$ cat src/rtl/tces_params.svh
// constants for the capture / event / square-wave timer channel
// Summary of operation
// - two-capture mode: counter free-runs without clearing while input A widths are measured
// - two-capture mode: selected input A edge copies counter to capture B, flags B
// - two-capture mode: the opposite edge copies the counter into capture A
// - measurement inputs sampled on count clock; edge accepted after two equal samples
// - restart mode: valid edge captures counter into B, then counter restarts from zero
// - restart mode: edge select picks rising or falling edge as valid edge
// - event mode: counter advances once per valid input A edge, not count clock
// - event mode: counter equal to compare A clears to zero and flags match A
// - event mode: edge select picks rising, falling or both edges
// - event mode: input filter samples on main clock, two equal samples needed
// - event mode: overflow flag sets only when compare A holds FFFFH
// - square wave: enable and toggle bits set invert pin every compare A plus one ticks
// - overflow flag sets when the counter steps from FFFFH to 0000H
// - mode bits 00 hold the counter stopped; any other value starts it
`ifndef TCES_PARAMS_SVH
`define TCES_PARAMS_SVH

// ----------------------------------------
// register word addresses
// ----------------------------------------
`define TCES_ADR_MODE    4'h0
`define TCES_ADR_CAPCTL  4'h1
`define TCES_ADR_OUTCTL  4'h2
`define TCES_ADR_CLKSEL  4'h3
`define TCES_ADR_CCA     4'h4
`define TCES_ADR_CCB     4'h5
`define TCES_ADR_COUNT   4'h6

// ----------------------------------------
// field values
// ----------------------------------------
`define TCES_MODE_STOP    2'h0
`define TCES_MODE_RESTART 2'h1
`define TCES_MODE_FREE    2'h2
`define TCES_MODE_MATCH   2'h3
`define TCES_ES_FALL      2'h0
`define TCES_ES_RISE      2'h1
`define TCES_ES_BOTH      2'h3
`define TCES_CLK_DIV4     2'h0
`define TCES_CLK_DIV16    2'h1
`define TCES_CLK_DIV256   2'h2
`define TCES_CLK_EVENT    2'h3
`define TCES_CNT_MAX      16'hFFFF
`define TCES_CNT_ZERO     16'h0000
`define TCES_CNT_ONE      16'h0001
`define TCES_PRESC_ONE    8'h01

`endif

$ cat src/rtl/tces_pkg.sv
// types shared by the timer channel modules
package tces_pkg;

    typedef enum logic [3:0] {
        TCES_ST_STOP    = 4'b0001,
        TCES_ST_RESTART = 4'b0010,
        TCES_ST_FREE    = 4'b0100,
        TCES_ST_MATCH   = 4'b1000
    } tces_mode_t;

    typedef struct packed {
        logic [1:0] mode;
        logic [1:0] clk_sel;
        logic [1:0] edge_sel;
        logic       a_capture;
        logic       a_inverse;
        logic       out_en;
        logic       toggle_en;
    } tces_cfg_t;

    typedef struct packed {
        logic rise;
        logic fall;
    } tces_edge_t;

endpackage

$ cat src/rtl/tces_timer.sv
// timer channel: two-capture and restart measurement, event counter, square wave
`timescale 1ns/100ps
`include "tces_params.svh"
module tces_timer (
    input  wire logic        i_clk,
    input  wire logic        i_resetn,
    input  wire logic [3:0]  i_addr,
    input  wire logic [15:0] i_wdata,
    input  wire logic        i_wr,
    input  wire logic        i_rd,
    output logic      [15:0] o_rdata,
    input  wire logic        i_trigger_input_a,
    output logic             o_wave_output_pin,
    output logic             o_match_irq_a,
    output logic             o_capture_irq_b
);

    // ----------------------------------------
    // functions
    // ----------------------------------------
    function automatic logic hit(input logic [3:0] a, input logic [3:0] off);
        return a == off;
    endfunction

    function automatic tces_pkg::tces_mode_t decode_mode(input logic [1:0] m);
        case (m)
            `TCES_MODE_STOP:    return tces_pkg::TCES_ST_STOP;
            `TCES_MODE_RESTART: return tces_pkg::TCES_ST_RESTART;
            `TCES_MODE_FREE:    return tces_pkg::TCES_ST_FREE;
            default:            return tces_pkg::TCES_ST_MATCH;
        endcase
    endfunction

    function automatic logic edge_hit(input logic [1:0] es, input tces_pkg::tces_edge_t e);
        case (es)
            `TCES_ES_FALL: return e.fall;
            `TCES_ES_RISE: return e.rise;
            `TCES_ES_BOTH: return e.rise || e.fall;
            default:       return 1'b0;
        endcase
    endfunction

    // ----------------------------------------
    // reset release
    // ----------------------------------------
    logic rst_meta_reg;
    logic rst_n_reg;

    always_ff @(posedge i_clk or negedge i_resetn)
    begin
        if (!i_resetn)
        begin
            rst_meta_reg <= 1'b0;
            rst_n_reg    <= 1'b0;
        end
        else
        begin
            rst_meta_reg <= 1'b1;
            rst_n_reg    <= rst_meta_reg;
        end
    end

    // ----------------------------------------
    // state
    // ----------------------------------------
    tces_pkg::tces_cfg_t  cfg_reg;
    tces_pkg::tces_mode_t mode_st;
    tces_pkg::tces_edge_t in_edge;
    logic                 ovf_reg;
    logic [15:0]          cca_reg;
    logic [15:0]          ccb_reg;
    logic [15:0]          count_reg;
    logic [7:0]           presc_reg;
    logic                 pin_reg;
    logic                 match_irq_reg;
    logic                 cap_irq_reg;
    logic [15:0]          rdata_reg;
    logic                 wr_mode;
    logic                 wr_cca;
    logic                 wr_ccb;
    logic                 event_mode;
    logic                 presc_tick;
    logic                 sample_en;
    logic                 valid_edge;
    logic                 opposite_edge;
    logic                 restart_edge;
    logic                 count_tick;
    logic                 match_evt;
    logic                 ovf_set;
    logic                 cap_a_evt;
    logic                 cap_b_evt;

    assign wr_mode = i_wr && hit(i_addr, `TCES_ADR_MODE);
    assign wr_cca  = i_wr && hit(i_addr, `TCES_ADR_CCA);
    assign wr_ccb  = i_wr && hit(i_addr, `TCES_ADR_CCB);
    assign mode_st = decode_mode(cfg_reg.mode);

    // ----------------------------------------
    // configuration writes
    // ----------------------------------------
    always_ff @(posedge i_clk or negedge rst_n_reg)
    begin
        if (!rst_n_reg)
            cfg_reg <= '0;
        else
        begin
            if (wr_mode)
                cfg_reg.mode <= i_wdata[3:2];
            if (i_wr && hit(i_addr, `TCES_ADR_CAPCTL))
            begin
                cfg_reg.a_capture <= i_wdata[0];
                cfg_reg.a_inverse <= i_wdata[1];
            end
            if (i_wr && hit(i_addr, `TCES_ADR_OUTCTL))
            begin
                cfg_reg.out_en    <= i_wdata[0];
                cfg_reg.toggle_en <= i_wdata[1];
            end
            if (i_wr && hit(i_addr, `TCES_ADR_CLKSEL))
            begin
                cfg_reg.clk_sel  <= i_wdata[1:0];
                cfg_reg.edge_sel <= i_wdata[5:4];
            end
        end
    end

    // ----------------------------------------
    // count clock and input filter
    // ----------------------------------------
    // the prescaler is held at zero while stopped so every start sees the same phase
    always_ff @(posedge i_clk or negedge rst_n_reg)
    begin
        if (!rst_n_reg)
            presc_reg <= 8'h00;
        else if (mode_st == tces_pkg::TCES_ST_STOP)
            presc_reg <= 8'h00;
        else
            presc_reg <= presc_reg + `TCES_PRESC_ONE;
    end

    always_comb
    begin
        case (cfg_reg.clk_sel)
            `TCES_CLK_DIV4:   presc_tick = &presc_reg[1:0];
            `TCES_CLK_DIV16:  presc_tick = &presc_reg[3:0];
            `TCES_CLK_DIV256: presc_tick = &presc_reg;
            default:          presc_tick = 1'b0;
        endcase
    end

    assign event_mode = (mode_st == tces_pkg::TCES_ST_MATCH)
                        && (cfg_reg.clk_sel == `TCES_CLK_EVENT);

    assign sample_en = event_mode ? 1'b1 : presc_tick;

    tces_edge_filter u_filter (
        .i_clk    (i_clk),
        .i_rst_n  (rst_n_reg),
        .i_pin    (i_trigger_input_a),
        .i_sample (sample_en),
        .o_edge   (in_edge)
    );

    assign valid_edge = edge_hit(cfg_reg.edge_sel, in_edge);
    // rising or falling only; both reads as rising
    assign restart_edge = (cfg_reg.edge_sel == `TCES_ES_FALL) ? in_edge.fall : in_edge.rise;
    assign opposite_edge = (cfg_reg.edge_sel == `TCES_ES_RISE) ? in_edge.fall :
                           (cfg_reg.edge_sel == `TCES_ES_FALL) ? in_edge.rise : 1'b0;

    assign count_tick = event_mode ? valid_edge : presc_tick;

    // ----------------------------------------
    // counter
    // ----------------------------------------
    // match clears
    assign match_evt = (mode_st == tces_pkg::TCES_ST_MATCH) && count_tick
                       && (count_reg == cca_reg);
    assign ovf_set = count_tick && (count_reg == `TCES_CNT_MAX)
                     && ((mode_st != tces_pkg::TCES_ST_MATCH) || (cca_reg == `TCES_CNT_MAX))
                     && !((mode_st == tces_pkg::TCES_ST_RESTART) && restart_edge);
    assign cap_b_evt = ((mode_st == tces_pkg::TCES_ST_FREE) && valid_edge)
                       || ((mode_st == tces_pkg::TCES_ST_RESTART) && restart_edge);
    assign cap_a_evt = (mode_st == tces_pkg::TCES_ST_FREE) && cfg_reg.a_capture
                       && cfg_reg.a_inverse && opposite_edge;

    always_ff @(posedge i_clk or negedge rst_n_reg)
    begin
        if (!rst_n_reg)
            count_reg <= `TCES_CNT_ZERO;
        else
        begin
            case (mode_st)
                tces_pkg::TCES_ST_STOP:
                    count_reg <= `TCES_CNT_ZERO;
                tces_pkg::TCES_ST_RESTART:
                    if (restart_edge)
                        count_reg <= `TCES_CNT_ZERO;
                    else if (count_tick)
                        count_reg <= count_reg + `TCES_CNT_ONE;
                tces_pkg::TCES_ST_FREE:
                    if (count_tick)
                        count_reg <= count_reg + `TCES_CNT_ONE;
                tces_pkg::TCES_ST_MATCH:
                    if (match_evt)
                        count_reg <= `TCES_CNT_ZERO;
                    else if (count_tick)
                        count_reg <= count_reg + `TCES_CNT_ONE;
                default:
                    count_reg <= `TCES_CNT_ZERO;
            endcase
        end
    end

    // ----------------------------------------
    // overflow flag and capture registers
    // ----------------------------------------
    // match mode wraps only when compare A is FFFFH; set beats a clearing write
    always_ff @(posedge i_clk or negedge rst_n_reg)
    begin
        if (!rst_n_reg)
            ovf_reg <= 1'b0;
        else if (ovf_set)
            ovf_reg <= 1'b1;
        else if (wr_mode)
            ovf_reg <= i_wdata[0];
    end

    always_ff @(posedge i_clk or negedge rst_n_reg)
    begin
        if (!rst_n_reg)
            cca_reg <= 16'h0000;
        else if (cap_a_evt)
            cca_reg <= count_reg;
        else if (wr_cca)
            cca_reg <= i_wdata;
    end

    always_ff @(posedge i_clk or negedge rst_n_reg)
    begin
        if (!rst_n_reg)
            ccb_reg <= 16'h0000;
        else if (cap_b_evt)
            ccb_reg <= count_reg;
        else if (wr_ccb)
            ccb_reg <= i_wdata;
    end

    // ----------------------------------------
    // events and square wave
    // ----------------------------------------
    // restart captures flag B too
    always_ff @(posedge i_clk or negedge rst_n_reg)
    begin
        if (!rst_n_reg)
        begin
            match_irq_reg <= 1'b0;
            cap_irq_reg   <= 1'b0;
        end
        else
        begin
            match_irq_reg <= match_evt;
            cap_irq_reg   <= cap_b_evt;
        end
    end

    always_ff @(posedge i_clk or negedge rst_n_reg)
    begin
        if (!rst_n_reg)
            pin_reg <= 1'b0;
        else if (!cfg_reg.out_en)
            pin_reg <= 1'b0;
        else if (match_evt && cfg_reg.toggle_en)
            pin_reg <= !pin_reg;
    end

    // ----------------------------------------
    // register read
    // ----------------------------------------
    always_ff @(posedge i_clk or negedge rst_n_reg)
    begin
        if (!rst_n_reg)
            rdata_reg <= 16'h0000;
        else if (!i_rd)
            rdata_reg <= 16'h0000;
        else
        begin
            case (i_addr)
                `TCES_ADR_MODE:   rdata_reg <= {12'h000, cfg_reg.mode, 1'b0, ovf_reg};
                `TCES_ADR_CAPCTL: rdata_reg <= {14'h0000, cfg_reg.a_inverse, cfg_reg.a_capture};
                `TCES_ADR_OUTCTL: rdata_reg <= {14'h0000, cfg_reg.toggle_en, cfg_reg.out_en};
                `TCES_ADR_CLKSEL: rdata_reg <= {10'h000, cfg_reg.edge_sel, 2'b00, cfg_reg.clk_sel};
                `TCES_ADR_CCA:    rdata_reg <= cca_reg;
                `TCES_ADR_CCB:    rdata_reg <= ccb_reg;
                `TCES_ADR_COUNT:  rdata_reg <= count_reg;
                default:          rdata_reg <= 16'h0000;
            endcase
        end
    end

    assign o_rdata           = rdata_reg;
    assign o_wave_output_pin = pin_reg;
    assign o_match_irq_a     = match_irq_reg;
    assign o_capture_irq_b   = cap_irq_reg;
endmodule

$ cat src/rtl/tces_edge_filter.sv
// synchroniser and two-sample noise filter for input A
`timescale 1ns/100ps
module tces_edge_filter (
    input  wire logic              i_clk,
    input  wire logic              i_rst_n,
    input  wire logic              i_pin,
    input  wire logic              i_sample,
    output tces_pkg::tces_edge_t   o_edge
);
    logic sync1_reg;
    logic sync2_reg;
    logic samp_reg;
    logic level_reg;
    logic rise_reg;
    logic fall_reg;
    logic accept;

    always_ff @(posedge i_clk or negedge i_rst_n)
    begin
        if (!i_rst_n)
        begin
            sync1_reg <= 1'b0;
            sync2_reg <= 1'b0;
        end
        else
        begin
            sync1_reg <= i_pin;
            sync2_reg <= sync1_reg;
        end
    end

    assign accept = i_sample && (sync2_reg == samp_reg) && (samp_reg != level_reg);

    always_ff @(posedge i_clk or negedge i_rst_n)
    begin
        if (!i_rst_n)
        begin
            samp_reg  <= 1'b0;
            level_reg <= 1'b0;
        end
        else if (i_sample)
        begin
            samp_reg <= sync2_reg;
            if (accept)
                level_reg <= samp_reg;
        end
    end

    always_ff @(posedge i_clk or negedge i_rst_n)
    begin
        if (!i_rst_n)
        begin
            rise_reg <= 1'b0;
            fall_reg <= 1'b0;
        end
        else
        begin
            rise_reg <= accept && samp_reg;
            fall_reg <= accept && !samp_reg;
        end
    end

    assign o_edge.rise = rise_reg;
    assign o_edge.fall = fall_reg;

endmodule

$ cat config.mk
export PLATFORM = sky130hd
export DESIGN_NAME = tces_timer
export DESIGN_NICKNAME = d
export VERILOG_FILES = /design/src/rtl/tces_pkg.sv /design/src/rtl/tces_timer.sv /design/src/rtl/tces_edge_filter.sv
export VERILOG_INCLUDE_DIRS = /design/src /design/src/rtl
export SDC_FILE = /design/constraint.sdc
export NUM_CORES = 1
export LEC_CHECK = 0
export ABC_AREA = 1
export ABC_CLOCK_PERIOD_IN_PS = 3750
export BUFFER_PORTS_ARGS = -buffer_cell sky130_fd_sc_hd__clkbuf_2
export CAP_MARGIN = 20
export CORE_UTILIZATION = 32
export DETAILED_ROUTE_END_ITERATION = 8
export MAX_ROUTING_LAYER = met4
export SYNTH_ARGS = -nofsm -noshare
export SYNTH_HDL_FRONTEND = slang
export SYNTH_SLANG_ARGS = --single-unit
$ cat constraint.sdc
create_clock -name i_clk -period 3.75 [get_ports i_clk]
set_input_delay 0.75 -clock i_clk [delete_from_list [all_inputs] [get_ports i_clk]]
set_output_delay 0.75 -clock i_clk [all_outputs]
set_load 0.005 [all_outputs]
==> results of run 1 <==
final cells by class:
class	instances	area (sq um)	area share (%)
Sequential cell	94	2360	39.8
Multi-Input combinational cell	454	2340	39.5
Inverter	98	375	6.34
Tap cell	216	270	4.56
Timing Repair Buffer	46	258	4.35
Clock buffer	9	225	3.80
Clock inverter	7	96.3	1.63
critical path, stage by stage:
cell and delay (ns):
clkbuf_2 0.10, inv_1 0.04, nor2_1 0.18, nand2_1 0.47
o21ai_4 0.71, o211ai_1 0.16
cell usage after synthesis, drive strengths merged, types with 10 or more instances:
library cell,count
nand2,154
nor2,81
nand3,78
a21oi,12
o211ai,17
o21ai,31
buf,19
inv,97
o22ai,18
nor3,10
nand4,12
o221ai,17
dfrtp,94
per-stage QoR:
stage | total power [W] | instance area (sq um) | hold slack, ns | utilization [%] | instances
2_1_floorplan | 0.00200 | 5210 | 0.331 | - | 668
3_3_place_gp | 0.00221 | 5570 | 0.334 | 35.1 | 907
4_1_cts | 0.00322 | 5890 | 0.167 | 37.1 | 923
5_1_grt | 0.00342 | 5920 | 0.175 | 37.3 | 924
3_5_place_dp | 0.00222 | 5570 | 0.338 | 35.1 | 907
6_report | 0.00322 | 5920 | 0.168 | 37.3 | 924
path summary, 6_finish.rpt:
kind | to | slack (ns) | depth (start not counted)
max | ccb_reg[1] | 1.57 | 6
min | rst_n_reg | 0.17 | 1
max reg2reg | count_reg[8] | 1.82 | 10
min reg2reg | o_match_irq_a | 0.19 | 0
max in group asynchronous | o_rdata[8] | 2.74 | 2
min in group i_clk | u_filter.sync2_reg | 0.35 | 0
power groups by stage:
stage	registers (W)	logic (W)	clock network [W]
after floorplan	0.00137	0.000636	0
after global placement	0.00142	0.000789	0
after detailed placement	0.00142	0.000798	0
after CTS	0.00140	0.000801	0.00102
after global routing	0.00142	0.000928	0.00107
final	0.00139	0.000820	0.00100
kinds of logic (layout without fill, tap and decap cells):
kind of cell	after synthesis	in the layout	share of synthesized area, %
AOI/OAI and AO/OA	102	102	14.1
DFF	94	94	45.2
adders and majority gates	2	2	0.481
xor gates and xnor gates	10	10	1.68
and+or+nand+nor	339	339	28.6
other	1	1	0.0720
buffers and inverters	120	160	9.85
per-layer routing:
layer,global-route usage (%),share of wire (%)
met1,25.6,47
met3,2.02,5.7
met5,-,0
met4,6.84,1.5
met2,28.7,46
==> out/qor.txt, run 1 <==
Worst EP arrival: 2.40 ns
Post-synthesis sequential area ratio: 45.2%
Final hold vios: 0
Critical path class: in -> reg
Peak supply drop: 0.269 mV
MaxCap Viol Count: 0
Post-synth EDFFs: 0
Fillers: 1694
Main synth FF type: dfrtp_1
Unrepaired setup endpoints after global routing: no
Flops & latches, synth: 94
Endpoints failing setup: 0
Die ar.: 0.0168 sq mm
Setup TNS: 0 ns
Ys Warns: 0
1st-pass router iterations: 5
Total gr overflow: 0
CTS Buffer Depth: 2
Initial antenna violation count: 0
Die X: 130 um
Max frequency: 0.458 GHz
Logic gate share of total power: 25.5%
Final WL: 14200 um
HPWL Detailed: 10400 um
Core area: 0.0159 sq mm
CP max FO: 16
Cell taking the most area after synthesis: dfrtp_1
Relative slew slack: 45.9%
Leakage: 2.79 nW
Cell count after synthesis: 668
Reg-to-reg startpoint: presc_reg[0]
Initial DRC Count: 379
H-tree depth: 3
Drt via density: 5.05
Clk_lat worst skew: 0.36 ns
Antenna Cells: 0
CP Data Required Time: 3.97 ns
CTS tree: yes
Top area cells in the synthesized netlist: dfrtp_1 45%, nand2_1 11%, nand3_1 7.3%, inv_1 6.6%, nor2_1 5.3%
Sw frac: 34.3%
CP Capture Type: flip-flop
Number of remaining DRC errors: 0
P_sw: 0.00110 W
Num CTS Buffers: 9
Number of global-route vias before repair: 4354
Internal Power: 0.00211 W
Pwr/cell area: 543 mW/mm^2
Status: completed
Worst hold path class: in -> async
Synth-to-layout area growth: 13.7%
Drt wl/cell: 15.4 um
Netlist cell types: 43
Io pins: 44
Post-synthesis net count: 695
Skew final: 0.00790 ns
Clock Sink Count: 94
Final worst slack: 1.57 ns
Via count: 4665
Gpl congestion: 0.901
Final ANT Viol Nets: 0
Slew @ Worst Pin: 0.811 ns
Worst-path clk slew: 0.07 ns
Final Cycle Share: 58.2%
Die height: 130 um
Hold buffers post-CTS: 0
DP Worst Slack: 1.15 ns
Slew Limit Fails: 0
Postcts setup bufs: 0
Tot GR Track Use: 18.7%
Root buf cell: clkbuf_16
Post-Syn Area: 0.00521 sq mm
Clk pwr share: 31.2%
Largest net degree at the start of global routing: 80
Period minus WS final: 2.18 ns
Async SR Flop Fraction: 100%
Setup crit start kind: input pin
Buffers on Ports: 43
Row cnt: 46
Share of layout cells above drive strength 1: 14.0%
Avg Synthesized Cell Area: 7.79 sq um
Most frequent cells in the layout: 148 x nand2_1, 93 x dfrtp_1, 91 x inv_1
Post-cts gate resize count: 0
Synth top area share: 45.2%
First-pass GRT wire length: 23100 um
Critical Path Start: i_addr[2]
Initial Utilization: 32.8%
Nets: 730
Commonest non-fill, non-tap cell in the layout: nand2_1
Sequential share of power: 43.3%
Power figures use the tool's default switching activity.
==> inputs of run 2 (changes only) <==
Settings changed: ABC_CLOCK_PERIOD_IN_PS 3750 to 2250.
Clock period 3.75 ns to 2.25 ns, I/O delays scaled along.
==> run 2 against run 1 <==
Non-clock buffer count is 13 higher; clock power grew 59%; sequential power rose by 67%; sequential share of layout area decreased by 0.53 points; hold slack gained 0.044 ns; first-iteration DRC count up 0.53%; critical path type is now reg -> reg; critical endpoint is now count_reg[8].
==> out/qor.txt, run 2 (same netlist as run 1, synthesis figures left out) <==
Final ANT Viol Nets: 0 (unchanged)
Slew @ Worst Pin: 0.655 ns (-0.156 ns)
Most frequent cells in the layout: 148 x nand2_1, 93 x dfrtp_1, 91 x inv_1
Largest net degree at the start of global routing: 71 (-11%)
Inst Count DP: 920 (+1.4%)
R2R Setup Slk: 0.35 ns (-1.47 ns)
Met3 Track Usage GR: 2.44% (+0.41 points)
Critical Path Start: presc_reg[0]
Non-filler instance count after layout: 937 (+1.4%)
Die ar.: 0.0168 sq mm (unchanged)
Sw frac: 34.1% (-0.20 points)
Antenna Cells: 0 (unchanged)
Max frequency: 0.527 GHz
Period minus WS final: 1.90 ns
Clock Sink Count: 94 (unchanged)
Die height: 130 um (unchanged)
Initial DRC Count: 381 (+0.53%)
DP Worst Slack: 0.331 ns (-0.821 ns)
Crit path max-delay cell type: dfrtp_1
Buffers on Ports: 43 (unchanged)
Fillers: 1675 (-1.1%)
Worst EP arrival: 2.12 ns (-0.28 ns)
Total gr overflow: 0 (unchanged)
Row cnt: 46 (unchanged)
1st-pass router iterations: 4 (-1)
Hold buffers post-CTS: 1 (+1)
Tot GR Track Use: 19.2% (+0.44 points)
Clk pwr share: 30.0% (-1.2 points)
Unrepaired setup endpoints after global routing: no
Synth-to-layout area growth: 15.3%
Worst-path clk slew: 0.07 ns (about the same)
Relative slew slack: 56.2% (+10 points)
Buffers and inverters on the worst path: 1 (-1)
Final Cycle Share: 84.3%
Number of remaining DRC errors: 0 (unchanged)
Setup crit start kind: flip-flop
M1 GR Usage: 25.0% (-0.58 points)
Skew final: 0.0105 ns (+0.00263 ns)
Final hold vios: 0 (unchanged)
Drt wl/cell: 15.3 um (-0.57%)
Peak supply drop: 0.410 mV (+53%)
H-tree depth: 3 (unchanged)
Leakage: 2.84 nW (+1.9%)
Family with the most delay on the worst path: simple AND/OR/NAND/NOR gates
Internal Power: 0.00350 W (+66%)
Biggest cell delay along the critical path: 0.37 ns (-0.34 ns)
Clk_lat worst skew: 0.36 ns (about the same)
Worst r2r dst: count_reg[8]
MaxCap Viol Count: 0 (unchanged)
Reg-to-reg startpoint: presc_reg[0]
Die X: 130 um (unchanged)
Post-Route Utilization: 37.8% (+0.50 points)
Worst hold path class: in -> reg
Sequential share of power: 43.6% (+0.3 points)
CP Capture Type: flip-flop
Postcts setup bufs: 0 (unchanged)
Crit. path cell count: 10 (+4)
CP cell instances: ha_1 > nand3_2 > nor2_1 > nand2_1 > nand2_4 > nand2_4 > inv_6 > nand2_2 > nand2_2 > nor2_1
Logic gate share of total power: 26.4% (+0.9 points)
Via count: 4653 (-0.26%)
Num CTS Buffers: 9 (unchanged)
Io pins: 44 (unchanged)
Gpl congestion: 0.900 (-0.18%)
Drt via density: 4.97 (-1.6%)
Pwr/cell area: 885 mW/mm^2 (+63%)
First-pass GRT wire length: 23600 um (+2.5%)
Post-cts gate resize count: 0 (unchanged)
Status: completed
Worst R2R Path Depth: 10 (unchanged)
Setup TNS: 0 ns (unchanged)
Final WL: 14300 um (+0.83%)
Commonest non-fill, non-tap cell in the layout: nand2_1
Nets: 743 (+1.8%)
Critical path class: reg -> reg
CTS tree: yes
Root buf cell: clkbuf_16
CP Data Required Time: 2.47 ns (-1.50 ns)
Met2 Use GR: 29.8% (+1.1 points)
Most congested layer reported by global routing: met2
Final worst slack: 0.353 ns (-1.21 ns)
Endpoints failing setup: 0 (unchanged)
Slew Limit Fails: 0 (unchanged)
Share of layout cells above drive strength 1: 15.4% (+1.4 points)
HPWL Detailed: 10700 um (+2.5%)
Initial antenna violation count: 0 (unchanged)
CP max FO: 15 (-1)
Initial Utilization: 32.8% (unchanged)
Worst setup path end: count_reg[8]
Core area: 0.0159 sq mm (unchanged)
Number of global-route vias before repair: 4487 (+3.1%)
CTS Buffer Depth: 2 (unchanged)
P_sw: 0.00181 W (+64%)
run 2: cell types whose count changed in the layout (fill, tap and decap cells not counted), sizes merged:
cell and change:
clkinv -2, buf +12, dlygate4sd3 +1, bufinv -1, clkbuf +2, clkinvlp +1
run 2: area by class of cell:
type	count	area (sq um)	area share [%]
flip-flops and latches	94	2360	39.3
multi-input cells	454	2340	39.0
inverters	98	375	6.25
repair buffers	59	350	5.84
well taps	216	270	4.50
clock buffers	11	253	4.21
clock inverters	5	56.3	0.938
run 2: metal layers:
layer | up-vias | wire, um
li1 | 2304 | -
met1 | 2197 | 6630
met2 | 131 | 6580
met3 | 21 | 743
met4 | 0 | 367
met5 | - | 0
run 2: power groups by stage:
stage / clock network, W / logic [W] / registers (W)
4_1_cts: 0.00163 / 0.00141 / 0.00231
2_1_floorplan: 0 / 0.00106 / 0.00228
6_report: 0.00159 / 0.00140 / 0.00232
3_3_place_gp: 0 / 0.00140 / 0.00234
5_1_grt: 0.00169 / 0.00161 / 0.00237
3_5_place_dp: 0 / 0.00140 / 0.00234
run 2: through the flow:
| stage | hold slack, ns | cell area (sq um) | total power (W) |
|---|---|---|---|
| global route | 0.203 | 6000 | 0.00567 |
| detailed placement | 0.239 | 5680 | 0.00375 |
| CTS | 0.204 | 6000 | 0.00535 |
| finish | 0.213 | 6000 | 0.00531 |
| floorplan | 0.154 | 5210 | 0.00334 |
| global placement | 0.239 | 5680 | 0.00374 |
run 2: how the worst min path moves through the flow:
stage / endpoint / startpoint / cells after the start
after floorplan: rst_meta_reg / i_resetn / 0
after global placement: count_reg[6] / rst_n_reg / 0
after detailed placement: count_reg[6] / rst_n_reg / 0
after CTS: u_filter.sync1_reg / i_trigger_input_a / 1
after global routing: u_filter.sync1_reg / i_trigger_input_a / 1
final: u_filter.sync1_reg / i_trigger_input_a / 1
run 2: worst register-to-register path, delay by kind of cell (launching register included):
family                     cells  cell delay (ns)
adders and majority gates      1             0.25
buffers and inverters          1             0.15
DFF                            1             0.37
and+or+nand+nor                8             1.00
==> inputs of run 3 (changes only) <==
Settings changed: ABC_CLOCK_PERIOD_IN_PS 2250 to 1650.
Clock period 2.25 ns to 1.65 ns, I/O delays scaled along.
==> run 3 against run 2 <==
Largest power group unchanged; maximum frequency increased by 19%; global-route usage increased by 1.5 points; critical path type unchanged; cell count increased by 9.1%; cell area increased by 15%.
==> out/qor.txt, run 3 (same netlist as run 1, synthesis figures left out) <==
Setup crit start kind: flip-flop
Final ANT Viol Nets: 0 (unchanged)
Final WL: 15900 um (+11%)
Antenna Cells: 0 (unchanged)
MaxCap Viol Count: 0 (unchanged)
Buffers on Ports: 43 (unchanged)
Critical path class: reg -> reg
Initial antenna violation count: 0 (unchanged)
Inst Count DP: 991 (+7.7%)
Root buf cell: clkbuf_16
CP max FO: 3 (-12)
Io pins: 44 (unchanged)
Gpl congestion: 0.988 (+9.8%)
Clock Sink Count: 94 (unchanged)
DP Worst Slack: -0.0787 ns (-0.410 ns)
Pwr/cell area: 1140 mW/mm^2 (+29%)
Hold Slack: 0.0834 ns (-0.129 ns)
Final hold vios: 0 (unchanged)
Nets: 828 (+11%)
Number of remaining DRC errors: 0 (unchanged)
Initial DRC Count: 417 (+9.4%)
Core area: 0.0159 sq mm (unchanged)
CTS tree: yes
Worst EP arrival: 1.88 ns (-0.24 ns)
Peak supply drop: 0.548 mV (+34%)
Clk_lat worst skew: 0.35 ns (about the same)
Die ar.: 0.0168 sq mm (unchanged)
Final Cycle Share: 96.5% (+12 points)
Initial Utilization: 32.8% (unchanged)
Commonest non-fill, non-tap cell in the layout: nand2_1
Worst hold path class: in -> reg
Period minus WS final: 1.59 ns (-0.304 ns)
Number of global-route vias before repair: 4853 (+8.2%)
R2R Setup Slk: 0.06 ns (-0.30 ns)
Final worst slack: 0.0570 ns (-0.296 ns)
Total gr overflow: 0 (unchanged)
Drt wl/cell: 15.5 um (+1.6%)
Via count: 5094 (+9.5%)
1st-pass router iterations: 5 (+1)
Skew final: 0.0107 ns (+0.000137 ns)
Final Cell Area: 0.00692 sq mm (+15%)
Placed cell area: 0.00627 sq mm (+10%)
Most frequent cells in the layout: 137 x nand2_1, 92 x buf_4, 86 x inv_1, 86 x dfrtp_1, 68 x nand3_1
CP Data Required Time: 1.94 ns (-0.53 ns)
H-tree depth: 3 (unchanged)
Worst-path clk slew: 0.07 ns (about the same)
Leakage: 3.29 nW (+16%)
HPWL Detailed: 11900 um (+11%)
Max frequency: 0.628 GHz (+19%)
Endpoints failing setup: 0 (unchanged)
Num CTS Buffers: 9 (unchanged)
CTS Buffer Depth: 2 (unchanged)
Non-filler instance count after layout: 1022 (+9.1%)
Status: completed
Share of layout cells above drive strength 1: 29.4% (+14 points)
CP Capture Type: flip-flop
First-pass GRT wire length: 25500 um (+7.9%)
Slew Limit Fails: 0 (unchanged)
Die height: 130 um (unchanged)
Row cnt: 46 (unchanged)
Unrepaired setup endpoints after global routing: yes
Drt via density: 4.98 (+0.37%)
Tot GR Track Use: 20.6% (+1.5 points)
Largest net degree at the start of global routing: 42 (-41%)
Synth-to-layout area growth: 33.0%
Die X: 130 um (unchanged)
[run 3: final timing paths]
check	endpoint	cells past startpoint	startpoint
min in group asynchronous	presc_reg[6]	0	rst_n_reg
hold reg to reg	presc_reg[6]	0	rst_n_reg
hold / removal	u_filter.sync1_reg	1	i_trigger_input_a
setup / recovery	ovf_reg	9	count_reg[1]
max in group asynchronous	ccb_reg[15]	1	rst_n_reg
setup reg to reg	ovf_reg	9	count_reg[1]
[run 3: report_power, final]
part           internal [W]  leakage, nW  switching (W)
logic               0.00119         1.97        0.00143
registers           0.00280         1.20       0.000381
clock network       0.00118        0.128       0.000911
total               0.00517         3.29        0.00273
[run 3: final cells by class]
cell class,count,area [sq um]
inverters,98,393
clock inverters,5,60.1
flip-flops and latches,94,2360
repair buffers,143,1040
well taps,216,270
fillers,1613,8960
clock buffers,11,233
multi-input cells,455,2560
[run 3: repair_timing]
item	in CTS	in global routing
setup buffers	2	11
hold buffers	1	0
gates cloned	1	0
hold endpoints to repair	2	0
pin swaps	0	24
endpoints found under the setup margin	22	48
gates resized for setup	7	58
[run 3: worst max-delay path, cell delays in order, from the launching register on]
cell     delay (ns)
dfrtp_1        0.43
ha_4           0.19
nand3_4        0.08
nor3_4         0.21
nand3_2        0.11
nor2_2         0.15
nand3_2        0.10
nor2_2         0.15
nand2_1        0.06
nand2_1        0.05
[run 3: per-layer routing]
metal	up-vias	routed length [um]	track usage, %
met3	33	1120	4.13
li1	2481	-	-
met1	2409	6970	26.7
met2	171	7420	32.3
met5	-	0	-
met4	0	353	6.91
[run 3: through the flow]
| stage | power [W] | utilization, % | setup TNS (ns) |
|---|---|---|---|
| 2_1_floorplan | 0.00456 | - | 0 |
| 3_3_place_gp | 0.00550 | 39.4 | -0.164 |
| 3_5_place_dp | 0.00552 | 39.4 | -0.596 |
| 4_1_cts | 0.00767 | 41.7 | -0.0298 |
| 5_1_grt | 0.00841 | 43.6 | -0.131 |
| 6_report | 0.00789 | 43.6 | 0 |
